<file path="config.mk">
export PLATFORM = sky130hd
export DESIGN_NAME = cmd_decode
export DESIGN_NICKNAME = d
export VERILOG_FILES = /design/src/core/cmd_decode_pkg.sv /design/src/core/cmd_decode.sv
export SDC_FILE = /design/constraint.sdc
export NUM_CORES = 1
export LEC_CHECK = 0
export BUFFER_PORTS_ARGS = -buffer_cell sky130_fd_sc_hd__buf_4
export CELL_PAD_IN_SITES_DETAIL_PLACEMENT = 1
export CELL_PAD_IN_SITES_GLOBAL_PLACEMENT = 1
export CORE_ASPECT_RATIO = 0.5
export CORE_MARGIN = 3
export CORE_UTILIZATION = 25
export CTS_BUF_LIST = sky130_fd_sc_hd__clkbuf_4 sky130_fd_sc_hd__clkbuf_8 sky130_fd_sc_hd__clkbuf_16
export DETAILED_ROUTE_END_ITERATION = 16
export MAX_ROUTING_LAYER = met4
export PLACE_DENSITY_LB_ADDON = 0.15
export SLEW_MARGIN = 20
export SYNTH_ARGS = -nofsm -noshare
export SYNTH_HDL_FRONTEND = slang
export SYNTH_SLANG_ARGS = --single-unit
</file>
<file path="constraint.sdc">
create_clock -name clk_i -period 2.2 [get_ports clk_i]
set_clock_uncertainty 0.15 [all_clocks]
set_input_delay 0.11 -clock clk_i [delete_from_list [all_inputs] [get_ports clk_i]]
set_output_delay 0.11 -clock clk_i [all_outputs]
set_load 0.03 [all_outputs]
</file>
<file path="src/core/cmd_decode_pkg.sv">
// package: command codes, decoded command carrier, timing counts
package cmd_decode_pkg;
   // first-edge opcode on ca[4:0] with cs high (ca0 is bit 0)
   localparam logic [4:0] OP_MPC   = 5'h00; // l,l,l,l,l
   localparam logic [4:0] OP_PRE   = 5'h10; // l,l,l,l,h
   localparam logic [4:0] OP_REF   = 5'h08; // l,l,l,h,l
   localparam logic [4:0] OP_SRE   = 5'h18; // l,l,l,h,h
   localparam logic [4:0] OP_WR1   = 5'h04; // l,l,h,l,l
   localparam logic [4:0] OP_SRX   = 5'h14; // l,l,h,l,h
   localparam logic [4:0] OP_MWR1  = 5'h0C; // l,l,h,h,l
   localparam logic [4:0] OP_RD1   = 5'h02; // l,h,l,l,l
   localparam logic [4:0] OP_CAS2  = 5'h12; // l,h,l,l,h
   localparam logic [4:0] OP_MRW1  = 5'h06; // l,h,h,l,l
   localparam logic [4:0] OP_MRW2  = 5'h16; // l,h,h,l,h
   localparam logic [4:0] OP_MRR1  = 5'h0E; // l,h,h,h,l
   // field positions
   localparam int CA_AB  = 5;   // all-bank / burst / op bit on ca5
   localparam int CA_ACT = 0;   // ca0 high marks activate
   localparam int CA_AC2 = 1;   // ca1 selects activate-2
   // burst lengths
   localparam logic [5:0] BL_LONG  = 6'h20;
   localparam logic [5:0] BL_SHORT = 6'h10;
   // ready delay after clock change: 2 tck plus txp
   localparam int TCK_PS     = 4000;
   localparam int TXP_PS     = 7500; // analog part of the exit delay
   localparam int TXP_NCK    = 5;
   localparam int TXP_CYC_PS = (TXP_PS + TCK_PS - 1) / TCK_PS;
   localparam int TXP_CYC    = (TXP_CYC_PS > TXP_NCK) ? TXP_CYC_PS : TXP_NCK;
   localparam int READY_CYC  = 2 + TXP_CYC;
   localparam logic [3:0] READY_CNT = 4'(READY_CYC);

   typedef enum logic [3:0] {
      CMD_NONE = 4'h0, CMD_MPC = 4'h1, CMD_PRE = 4'h2, CMD_REF = 4'h3,
      CMD_SRE  = 4'h4, CMD_SRX = 4'h5, CMD_WR1 = 4'h6, CMD_MWR1 = 4'h7,
      CMD_RD1  = 4'h8, CMD_CAS2 = 4'h9, CMD_MRW1 = 4'hA, CMD_MRW2 = 4'hB,
      CMD_MRR1 = 4'hC, CMD_ACT1 = 4'hD, CMD_ACT2 = 4'hE, CMD_RFU = 4'hF
   } cmd_t;

   typedef struct packed {
      cmd_t       cmd;      // decoded command
      logic       hi_bit;   // ca5 of first edge (ab, bl, op7, op6, c8)
      logic [5:0] first;    // first-edge ca
      logic [5:0] second;   // second-edge ca
      logic       all_bank; // precharge/refresh to every bank
      logic [2:0] bank;     // bank address
      logic [5:0] burst;    // burst length for read/write
   } cmd_word_t;
endpackage

</file>
<file path="src/core/cmd_decode.sv">
// command-bus decoder with clock stop and frequency change gating
// Function
// - device ignores clock pins while stopped with cke low
// - device ready only 2 tck plus txp after cke-high clock change
// - cas-2 decoded from l,h,l,l,h,c8 then c2..c7
// - precharge and refresh decoded; bank from second-edge ca0..ca2
// - commands span two edges; deselect spans one
// - all-bank bit applies precharge or refresh to every bank
// - on-the-fly burst bit selects length 32 or 16
`timescale 1ns/1ns
module cmd_decode (
   input  wire logic                     clk_i,      // ck_t rising edge
   input  wire logic                     rstn_i,     // sync reset, low
   input  wire logic                     cke_i,      // clock enable pin
   input  wire logic                     cs_i,       // chip select pin
   input  wire logic [5:0]               ca_i,       // command-address
   input  wire logic                     bl_otf_i,   // on-the-fly burst on
   input  wire logic                     clk_chg_i,  // clock change done
   output cmd_decode_pkg::cmd_word_t     cmd_o,      // decoded command
   output logic                          cmd_vld_o,  // one-cycle pulse
   output logic                          ready_o     // normal operation
);
   typedef enum logic [0:0] {
      ST_FIRST  = 1'b0,
      ST_SECOND = 1'b1
   } phase_t;

   phase_t                     phase_q;
   logic [5:0]                 first_q;
   cmd_decode_pkg::cmd_t       dec;
   logic [3:0]                 rdy_cnt_q;
   logic                       active;

   // a stopped or cke-low clock is not looked at
   // clock ignored while stopped
   assign active = cke_i && ready_o;

   // first-edge opcode lookup
   // cas-2 code
   always_comb begin
      dec = cmd_decode_pkg::CMD_RFU;
      if (first_q[cmd_decode_pkg::CA_ACT]) begin
         dec = first_q[cmd_decode_pkg::CA_AC2] ? cmd_decode_pkg::CMD_ACT2
                                               : cmd_decode_pkg::CMD_ACT1;
      end else begin
         unique case (first_q[4:0])
            cmd_decode_pkg::OP_MPC:  dec = cmd_decode_pkg::CMD_MPC;
            cmd_decode_pkg::OP_PRE:  dec = cmd_decode_pkg::CMD_PRE;
            cmd_decode_pkg::OP_REF:  dec = cmd_decode_pkg::CMD_REF;
            cmd_decode_pkg::OP_SRE:  dec = cmd_decode_pkg::CMD_SRE;
            cmd_decode_pkg::OP_WR1:  dec = cmd_decode_pkg::CMD_WR1;
            cmd_decode_pkg::OP_SRX:  dec = cmd_decode_pkg::CMD_SRX;
            cmd_decode_pkg::OP_RD1:  dec = cmd_decode_pkg::CMD_RD1;
            cmd_decode_pkg::OP_CAS2: dec = cmd_decode_pkg::CMD_CAS2;
            cmd_decode_pkg::OP_MRW1: dec = cmd_decode_pkg::CMD_MRW1;
            cmd_decode_pkg::OP_MRW2: dec = cmd_decode_pkg::CMD_MRW2;
            cmd_decode_pkg::OP_MRR1: dec = cmd_decode_pkg::CMD_MRR1;
            cmd_decode_pkg::OP_MWR1: begin
               // masked write needs ca5 low on the first edge
               dec = first_q[cmd_decode_pkg::CA_AB] ? cmd_decode_pkg::CMD_RFU
                                                    : cmd_decode_pkg::CMD_MWR1;
            end
            default: dec = cmd_decode_pkg::CMD_RFU;
         endcase
      end
   end

   // two-edge framing: cs high opens, next edge closes
   // deselect handling
   always_ff @(posedge clk_i) begin
      if (!rstn_i) begin
         phase_q <= ST_FIRST;
         first_q <= 6'h00;
      end else if (!active) begin
         phase_q <= ST_FIRST;
      end else if (phase_q == ST_SECOND) begin
         phase_q <= ST_FIRST;
      end else if (cs_i) begin
         phase_q <= ST_SECOND;
         first_q <= ca_i;
      end
   end

   // decoded command word, registered at the second edge
   // all-bank flag
   always_ff @(posedge clk_i) begin
      if (!rstn_i) begin
         cmd_o     <= '0;
         cmd_vld_o <= 1'b0;
      end else begin
         cmd_vld_o <= 1'b0;
         if (active && phase_q == ST_SECOND) begin
            cmd_vld_o       <= (dec != cmd_decode_pkg::CMD_RFU);
            cmd_o.cmd       <= (dec == cmd_decode_pkg::CMD_RFU)
                               ? cmd_decode_pkg::CMD_NONE : dec;
            cmd_o.hi_bit    <= first_q[cmd_decode_pkg::CA_AB];
            cmd_o.first     <= first_q;
            cmd_o.second    <= ca_i;
            cmd_o.all_bank  <= first_q[cmd_decode_pkg::CA_AB] &&
                               (dec == cmd_decode_pkg::CMD_PRE ||
                                dec == cmd_decode_pkg::CMD_REF);
            cmd_o.bank      <= (first_q[cmd_decode_pkg::CA_AB] &&
                                (dec == cmd_decode_pkg::CMD_PRE ||
                                 dec == cmd_decode_pkg::CMD_REF))
                               ? 3'h0 : ca_i[2:0];
            cmd_o.burst     <= (bl_otf_i && first_q[cmd_decode_pkg::CA_AB] &&
                                (dec == cmd_decode_pkg::CMD_WR1 ||
                                 dec == cmd_decode_pkg::CMD_RD1))
                               ? cmd_decode_pkg::BL_LONG
                               : cmd_decode_pkg::BL_SHORT;
         end
      end
   end

   // ready delay after a cke-high clock change, loaded by clk_chg_i; none after reset
   // 2 tck plus txp wait
   always_ff @(posedge clk_i) begin
      if (!rstn_i) begin
         rdy_cnt_q <= 4'h0;
      end else if (clk_chg_i) begin
         rdy_cnt_q <= cmd_decode_pkg::READY_CNT;
      end else if (rdy_cnt_q != 4'h0) begin
         rdy_cnt_q <= rdy_cnt_q - 4'h1;
      end
   end
   assign ready_o = (rdy_cnt_q == 4'h0) && !clk_chg_i;
endmodule

</file>
== After elaboration in Yosys (flattened, before gate mapping) ==
Index checks and enable logic that the tools add are counted.
Word-level totals
  register bits after elaboration: 39
Cells by class
  add/subtract/negate cells: 1
  equal/unequal tests: 17
  mux-type cells: 10
  bitwise operators: 3
  reductions and logical operators: 17
Operators by type and width (count)
  case mux 4 bit (12 select lines): 1
  equality test 5 bit (second input constant): 5
  equality test 5 x 4 -> 1 bit (second input constant): 3
  two-way mux 4 bit: 3
  equality test 5 x 3 -> 1 bit (second input constant): 2
  two-way mux 3 bit: 3
  equality test 4 x 2 -> 1 bit (second input constant): 2
  equality test 4 bit (second input constant): 2
  logical AND 1 bit: 6
  two-way mux 6 bit: 1
  equality test 5 x 2 -> 1 bit (second input constant): 1
  zero test 5 bit: 1
  equality test 4 x 3 -> 1 bit (second input constant): 1
  zero test 4 bit: 1
  != test 4 bit (second input constant): 1
  nonzero test 4 bit: 1
  subtractor 4 x 1 -> 4 bit (second input constant): 1
  NOT 1 bit: 3
  AND reduction 3 bit: 1
  OR reduction 3 bit: 1
  logical OR 1 bit: 2
  two-way mux 2 bit: 1
  AND reduction 2 bit: 1
  nonzero test 2 bit: 1
  other kinds (3): 3

== Depth between registers and ports, before layout ==
Gate-level depths: netlist of the first run.
  word-level depth: 7
  mapped depth: 8

== Least setup slack after synthesis of the first run ==
Ideal clock, no wire load.
  path type: register -> output
  from: register rdy_cnt_q[0]
  to: output port ready_o
  arrival time: 1.434 ns
  required time: 1.940 ns
  setup slack: 0.506 ns
  cell stages (with the launch flop): 5
  buffers on the path: 0
  path through: dfxtp_1 -> inv_1 -> ha_1 -> or3b_2 -> nor2_1
On the way
  word-level cells in the longest chain between the ends: 2
RTL lines
  start: declaration: RTL line cmd_decode.sv:31  | logic [3:0] rdy_cnt_q;
  start signal: assignment: RTL line cmd_decode.sv:121  | rdy_cnt_q <= cmd_decode_pkg::READY_CNT;
  start signal: assignment: RTL line cmd_decode.sv:123  | rdy_cnt_q <= rdy_cnt_q - 4'h1;
  zero test 4 bit: RTL line cmd_decode.sv:126  | assign ready_o = (rdy_cnt_q == 4'h0) && !clk_chg_i;
  logical AND 1 bit: RTL line cmd_decode.sv:126
  end: declaration: RTL line cmd_decode.sv:21  | output logic ready_o
Every way passes these cells.

== Worst setup path in the final report of the first run ==
Ends and elaborated chain as after synthesis.

==> metrics, run 1 <==
status completed; pwr/cell area about 700 nW/µm²; vias in the first global route between 1000 and 1500; initial antenna violation count 0; Num CTS Buffers 5; top_reg_cell synth dfxtp_1; Vias/cell around 4.5; leading post-synthesis cells by cell area dfxtp_1 (43%), nand2_1 (6.9%), a21oi_1 (6.0%), mux2i_1 (5.1%), o21ai_0 (3.5%); IO buf count 36; Worst setup EP type output pin; Final setup viols 0; kind of critical path reg -> out; WL/cell between 10 and 15 µm; flop-to-flop setup slack about 350 ps; Distinct cells, synth 40; htree depth 2; via count between 1000 and 1500; TritonRoute pass-1 iters 6; Routed Wire Length approximately 4200 µm; proportion of synthesized area in mux cells under 10%; Post-route DRC 0; Worst Hold Class in -> reg; post-route setup TNS 0 ps; CP Launch Type flip-flop; antenna viol nets, final 0; register area share after synthesis between 40% and 50%; Die Wd between 100 and 150 µm; Total Nets Final 242; Final Cycle Share between 80 and 90%; min Tclk post-route around 1900 ps; largest family of logic cells by synthesized area simple AND/OR/NAND/NOR gates; async set-reset flop share out of synthesis 0%; # placed instances a little under 300; CTS tree done; first-pass GRT wire length just over 7000 µm; Non-Filler Instances between 300 and 400; DP HPWL 2930 µm; area added between synthesis and finish 35.1%; pin count of the biggest net entering global routing 27; post-synthesis adder-cell area fraction under 10%; Synth Cell Area around 1600 µm²; post-synthesis simple-gate area fraction 21.6%; initial core utilization 27.2%; site row count 19; final core occ 36.8%; cells after synthesis about 190; worst reg2reg path depth 7; Root Driver clkbuf_16; Hold Path Stages 4; post-synthesis compound-gate area fraction between 15 and 20%; post-synth top area cell dfxtp_1; GPL Wtd Cong a little under 0.8; All-Layer GR Usage between 10% and 20%; Syn. warnings 0; CTS Buffer Depth 2; post_cts resized 0; setup slack after layout around 300 ps; Req. time, crit path about 1900 ps; worst path arrival time 1630 ps; top cell type's share of synthesized area a little over two fifths; Post-synth EDFFs 0; worst-path fanout max 3; Final Hold Violating Endpoints 0; Pleak roughly 0.88 nW; total congestion overflow 0; final-report max-slew violation count 0; hold_ws roughly 110 ps; post-synthesis xor/xnor area fraction between 1.5 and 2%; DIE AREA roughly 7300 µm²; worst vdd ir approximately 250 µV; Peak Freq around 0.53 GHz; ANT cells 0; core area 5780 µm²; TritonCTS sink count 34; fraction of layout cells with a size suffix above 1 approximately a quarter; # IOs 41; initial drt markers 43; unrepaired setup endpoints after global routing false; post-synthesis register bit count 34; clk_lat worst skew approximately 270 ps; pre-CTS WS approximately 350 ps; CTS clk-pin slew, worst paths about 50 ps; maxcap violations 0; syn_area_per_cell about 8.5 µm²; Die H 62.1 µm
[per-layer routing]
layer / up-vias / share of wire, % / GRT usage, %
met5: - / 0 / -
met4: 0 / 1.4 / 3.94
met3: 7 / 4.5 / 3.54
met2: 31 / 42 / 17.0
met1: 659 / 52 / 16.8
li1: 710 / - / -
[flip-flops by register name (all words and copies together) (netlist names)]
name       cells
cmd_vld_o      1
rdy_cnt_q      4
cmd_o         22
first_q        6
phase_q        1
[cell families after synthesis]
family	Yosys count
muxes	8
buffers and inverters	24
DFF	34
and+or+nand+nor	68
xor gates and xnor gates	3
adders and majority gates	2
other	1
AOI/OAI and AO/OA	46
[worst max-delay path, stage by stage (launching register included)]
cell	delay, ps
dfxtp_1	330
inv_1	90
ha_1	200
or3b_2	480
nor2_1	100
buf_4	160
[cell usage after synthesis (2+ instances only)]
library cell	n
buf_4	5
ha_1	2
and3_1	3
nand3_1	4
nand2b_1	3
nand4_1	2
a21oi_2	2
o21ai_0	11
nor2b_1	4
o21a_1	2
xnor2_1	2
buf_6	2
buf_2	3
inv_1	7
dfxtp_1	34
nor3_1	2
a31oi_1	5
a21oi_1	19
and2_1	2
clkbuf_1	5
nand2_1	29
nor2_1	13
mux2i_1	8
[timing repair]
item                                   in CTS  in global routing
hold buffers                                8                  0
setup buffers                               0                  0
endpoints found under the hold margin      23                  0
[stage by stage]
step,power (mW),area (µm²)
2_1_floorplan,0.737,1590
3_5_place_dp,0.773,1890
6_report,1.48,2130
4_1_cts,1.51,2130
3_3_place_gp,0.771,1890
5_1_grt,1.54,2130
[final cells by class]
| class | instances | area, µm² |
|---|---|---|
| Clock buffer | 7 | 146 |
| Clock inverter | 1 | 5.00 |
| Fill cell | 688 | 3650 |
| Inverter | 8 | 30.0 |
| Multi-Input combinational cell | 131 | 766 |
| Sequential cell | 34 | 681 |
| Tap cell | 84 | 105 |
| Timing Repair Buffer | 48 | 393 |
[final timing paths]
check,start,end
max,rdy_cnt_q[0],ready_o
min,bl_otf_i,cmd_o[4]
max reg2reg,rdy_cnt_q[0],cmd_o[25]
min reg2reg,cmd_o[19],cmd_o[19]
[report_power, final]
group | internal, mW | switching [mW]
clock network | 0.461 | 0.249
logic | 0.0617 | 0.0671
registers | 0.626 | 0.0151
[placed cells by master (no fill, tap or decap), types with 3 or more instances in the layout]
| master | n |
|---|---|
| dlygate4sd3_1 | 8 |
| dfxtp_1 | 34 |
| nor2_1 | 13 |
| a21oi_1 | 19 |
| nand2_1 | 29 |
| conb_1 | 4 |
| a31oi_1 | 5 |
| nand3_1 | 4 |
| nand2b_1 | 3 |
| and3_1 | 3 |
| inv_1 | 7 |
| nor2b_1 | 4 |
| buf_4 | 39 |
| o21ai_0 | 11 |
| mux2i_1 | 8 |
| clkbuf_16 | 5 |
No activity file was read; power rests on OpenSTA's default activity.
==> inputs of run 2 (changes only) <==
--- a/config.mk
+++ b/config.mk
@@ -8,13 +8,13 @@
 export BUFFER_PORTS_ARGS = -buffer_cell sky130_fd_sc_hd__buf_4
 export CELL_PAD_IN_SITES_DETAIL_PLACEMENT = 1
 export CELL_PAD_IN_SITES_GLOBAL_PLACEMENT = 1
-export CORE_ASPECT_RATIO = 0.5
+export CORE_ASPECT_RATIO = 0.7
 export CORE_MARGIN = 3
 export CORE_UTILIZATION = 25
 export CTS_BUF_LIST = sky130_fd_sc_hd__clkbuf_4 sky130_fd_sc_hd__clkbuf_8 sky130_fd_sc_hd__clkbuf_16
 export DETAILED_ROUTE_END_ITERATION = 16
 export MAX_ROUTING_LAYER = met4
-export PLACE_DENSITY_LB_ADDON = 0.15
+export PLACE_DENSITY_LB_ADDON = 0.08
 export SLEW_MARGIN = 20
 export SYNTH_ARGS = -nofsm -noshare
 export SYNTH_HDL_FRONTEND = slang
==> metrics, run 2 (same netlist as run 1, synthesis figures left out) <==
status completed; worst vdd ir 260 µV (+4.4%); core area 5900 µm² (+2.1%); multi-input logic area 766 µm² (unchanged); post-route setup TNS 0 ps (unchanged); pin count of the biggest net entering global routing 27 (unchanged); Vias/cell 4.79 (+6.6%); TritonCTS sink count 34 (unchanged); Req. time, crit path 2250 ps (+310 ps); largest register by flop count cmd_o; via count 1452 (+3.2%); worst path arrival time 2090 ps (+460 ps); Die Wd 101 µm (-15%); vias in the first global route 1444 (+3.3%); initial drt markers 31 (-28%); Final Cycle Share 92.5% (+6.4 points); Worst setup EP type flip-flop; antenna viol nets, final 0 (unchanged); initial core utilization 26.7% (-0.57 points); initial antenna violation count 0 (unchanged); maxcap violations 0 (unchanged); Routed Wire Length 4390 µm (+4.2%); TritonRoute pass-1 iters 4 (-2); hold_ws 90.5 ps (-20.1 ps); fraction of layout cells with a size suffix above 1 23.7% (-0.33 points); kind of critical path reg -> reg; biggest regs cmd_o (22), first_q (6), rdy_cnt_q (4); htree depth 2 (unchanged); clk_lat worst skew 290 ps (+20 ps); hold_buf cts 8 (unchanged); ANT cells 0 (unchanged); final core occ 34.5% (-2.2 points); final-report max-slew violation count 0 (unchanged); fill count 701 (+1.9%); DP HPWL 3250 µm (+11%); Num CTS Buffers 5 (unchanged); setup bufs post-CTS 0 (unchanged); All-Layer GR Usage 13.0% (+0.82 points); Final setup viols 0 (unchanged); # IOs 41 (unchanged); CTS tree done; Non-Filler Instances 303 (-3.2%); Worst Hold Class in -> reg; total congestion overflow 0 (unchanged); post_cts resized 0 (unchanged); CP Launch Type flip-flop; area added between synthesis and finish 29.5%; min Tclk post-route 2040 ps (+142 ps); IO buf count 36 (unchanged); first-pass GRT wire length 7160 µm (+1.7%); register area 681 µm² (unchanged); WL/cell 14.5 µm (+7.6%); pwr/cell area 618 nW/µm² (-11%); Peak Freq 0.491 GHz (-7.0%); unrepaired setup endpoints after global routing false; commonest non-fill, non-tap cell in the layout buf_4; Final Hold Violating Endpoints 0 (unchanged); number of flip-flops in the largest register 22 (unchanged); Die H 72.4 µm (+17%); GPL Wtd Cong 0.766 (-2.8%); Post-route DRC 0 (unchanged); Final Power 1.26 mW (-15%); worst-path fanout max 11 (+8); site row count 23 (+4); Total Nets Final 241 (-0.41%); commonest cells after routing, fill and taps aside buf_4 (39), dfxtp_1 (34), nand2_1 (29), a21oi_1 (19), nor2_1 (13); DIE AREA 7300 µm² (-0.58%); CTS clk-pin slew, worst paths 70 ps (+20 ps); CTS Buffer Depth 2 (unchanged); Pleak 0.843 nW (-3.8%); # placed instances 287 (-3.4%); Root Driver clkbuf_8
==> run 2: cell count changes in the layout (fill, tap and decap cells not counted) <==
cell	delta
buf_12	-1
clkbuf_16	-5
clkbuf_8	+5
==> run 2: routing by layer <==
layer  GRT usage, %  wire length, µm  vias up
li1               -                -      710
met1           17.3             2180      699
met2           19.2             1940       35
met3           3.17              203        8
met4           4.48               58        0
met5              -                0        -
==> run 2: power breakdown <==
group          internal, mW  switching, mW
clock                 0.265          0.225
combinational        0.0607         0.0684
sequential            0.625         0.0155
==> run 2: path summary, 6_finish.rpt <==
path         slack, ps   endpoint  depth (start not counted)         start
min reg2reg        310  cmd_o[15]                          2     cmd_o[15]
max                160  cmd_vld_o                          6  rdy_cnt_q[0]
max reg2reg        160  cmd_vld_o                          6  rdy_cnt_q[0]
min                 90   cmd_o[4]                          4      bl_otf_i
==> run 2: layout make-up <==
cell class                      count  area share [%]
Clock buffer                        7            4.42
Timing Repair Buffer               47            18.3
Tap cell                           75            4.60
Inverter                            8            1.47
Sequential cell                    34            33.4
Multi-Input combinational cell    131            37.6
Clock inverter                      1           0.246
==> run 2: critical path: stages, from the launching register on <==
cell	delay, ps
dfxtp_1	330
inv_1	90
ha_1	190
nor3b_4	330
nand3_2	340
buf_4	290
a311oi_2	240
==> run 2: stage by stage <==
stage          setup WS (ps)  area (µm²)
2_1_floorplan            506        1590
3_3_place_gp             275        1860
3_5_place_dp             173        1860
4_1_cts                  152        2040
5_1_grt                 36.7        2040
6_report                 164        2040
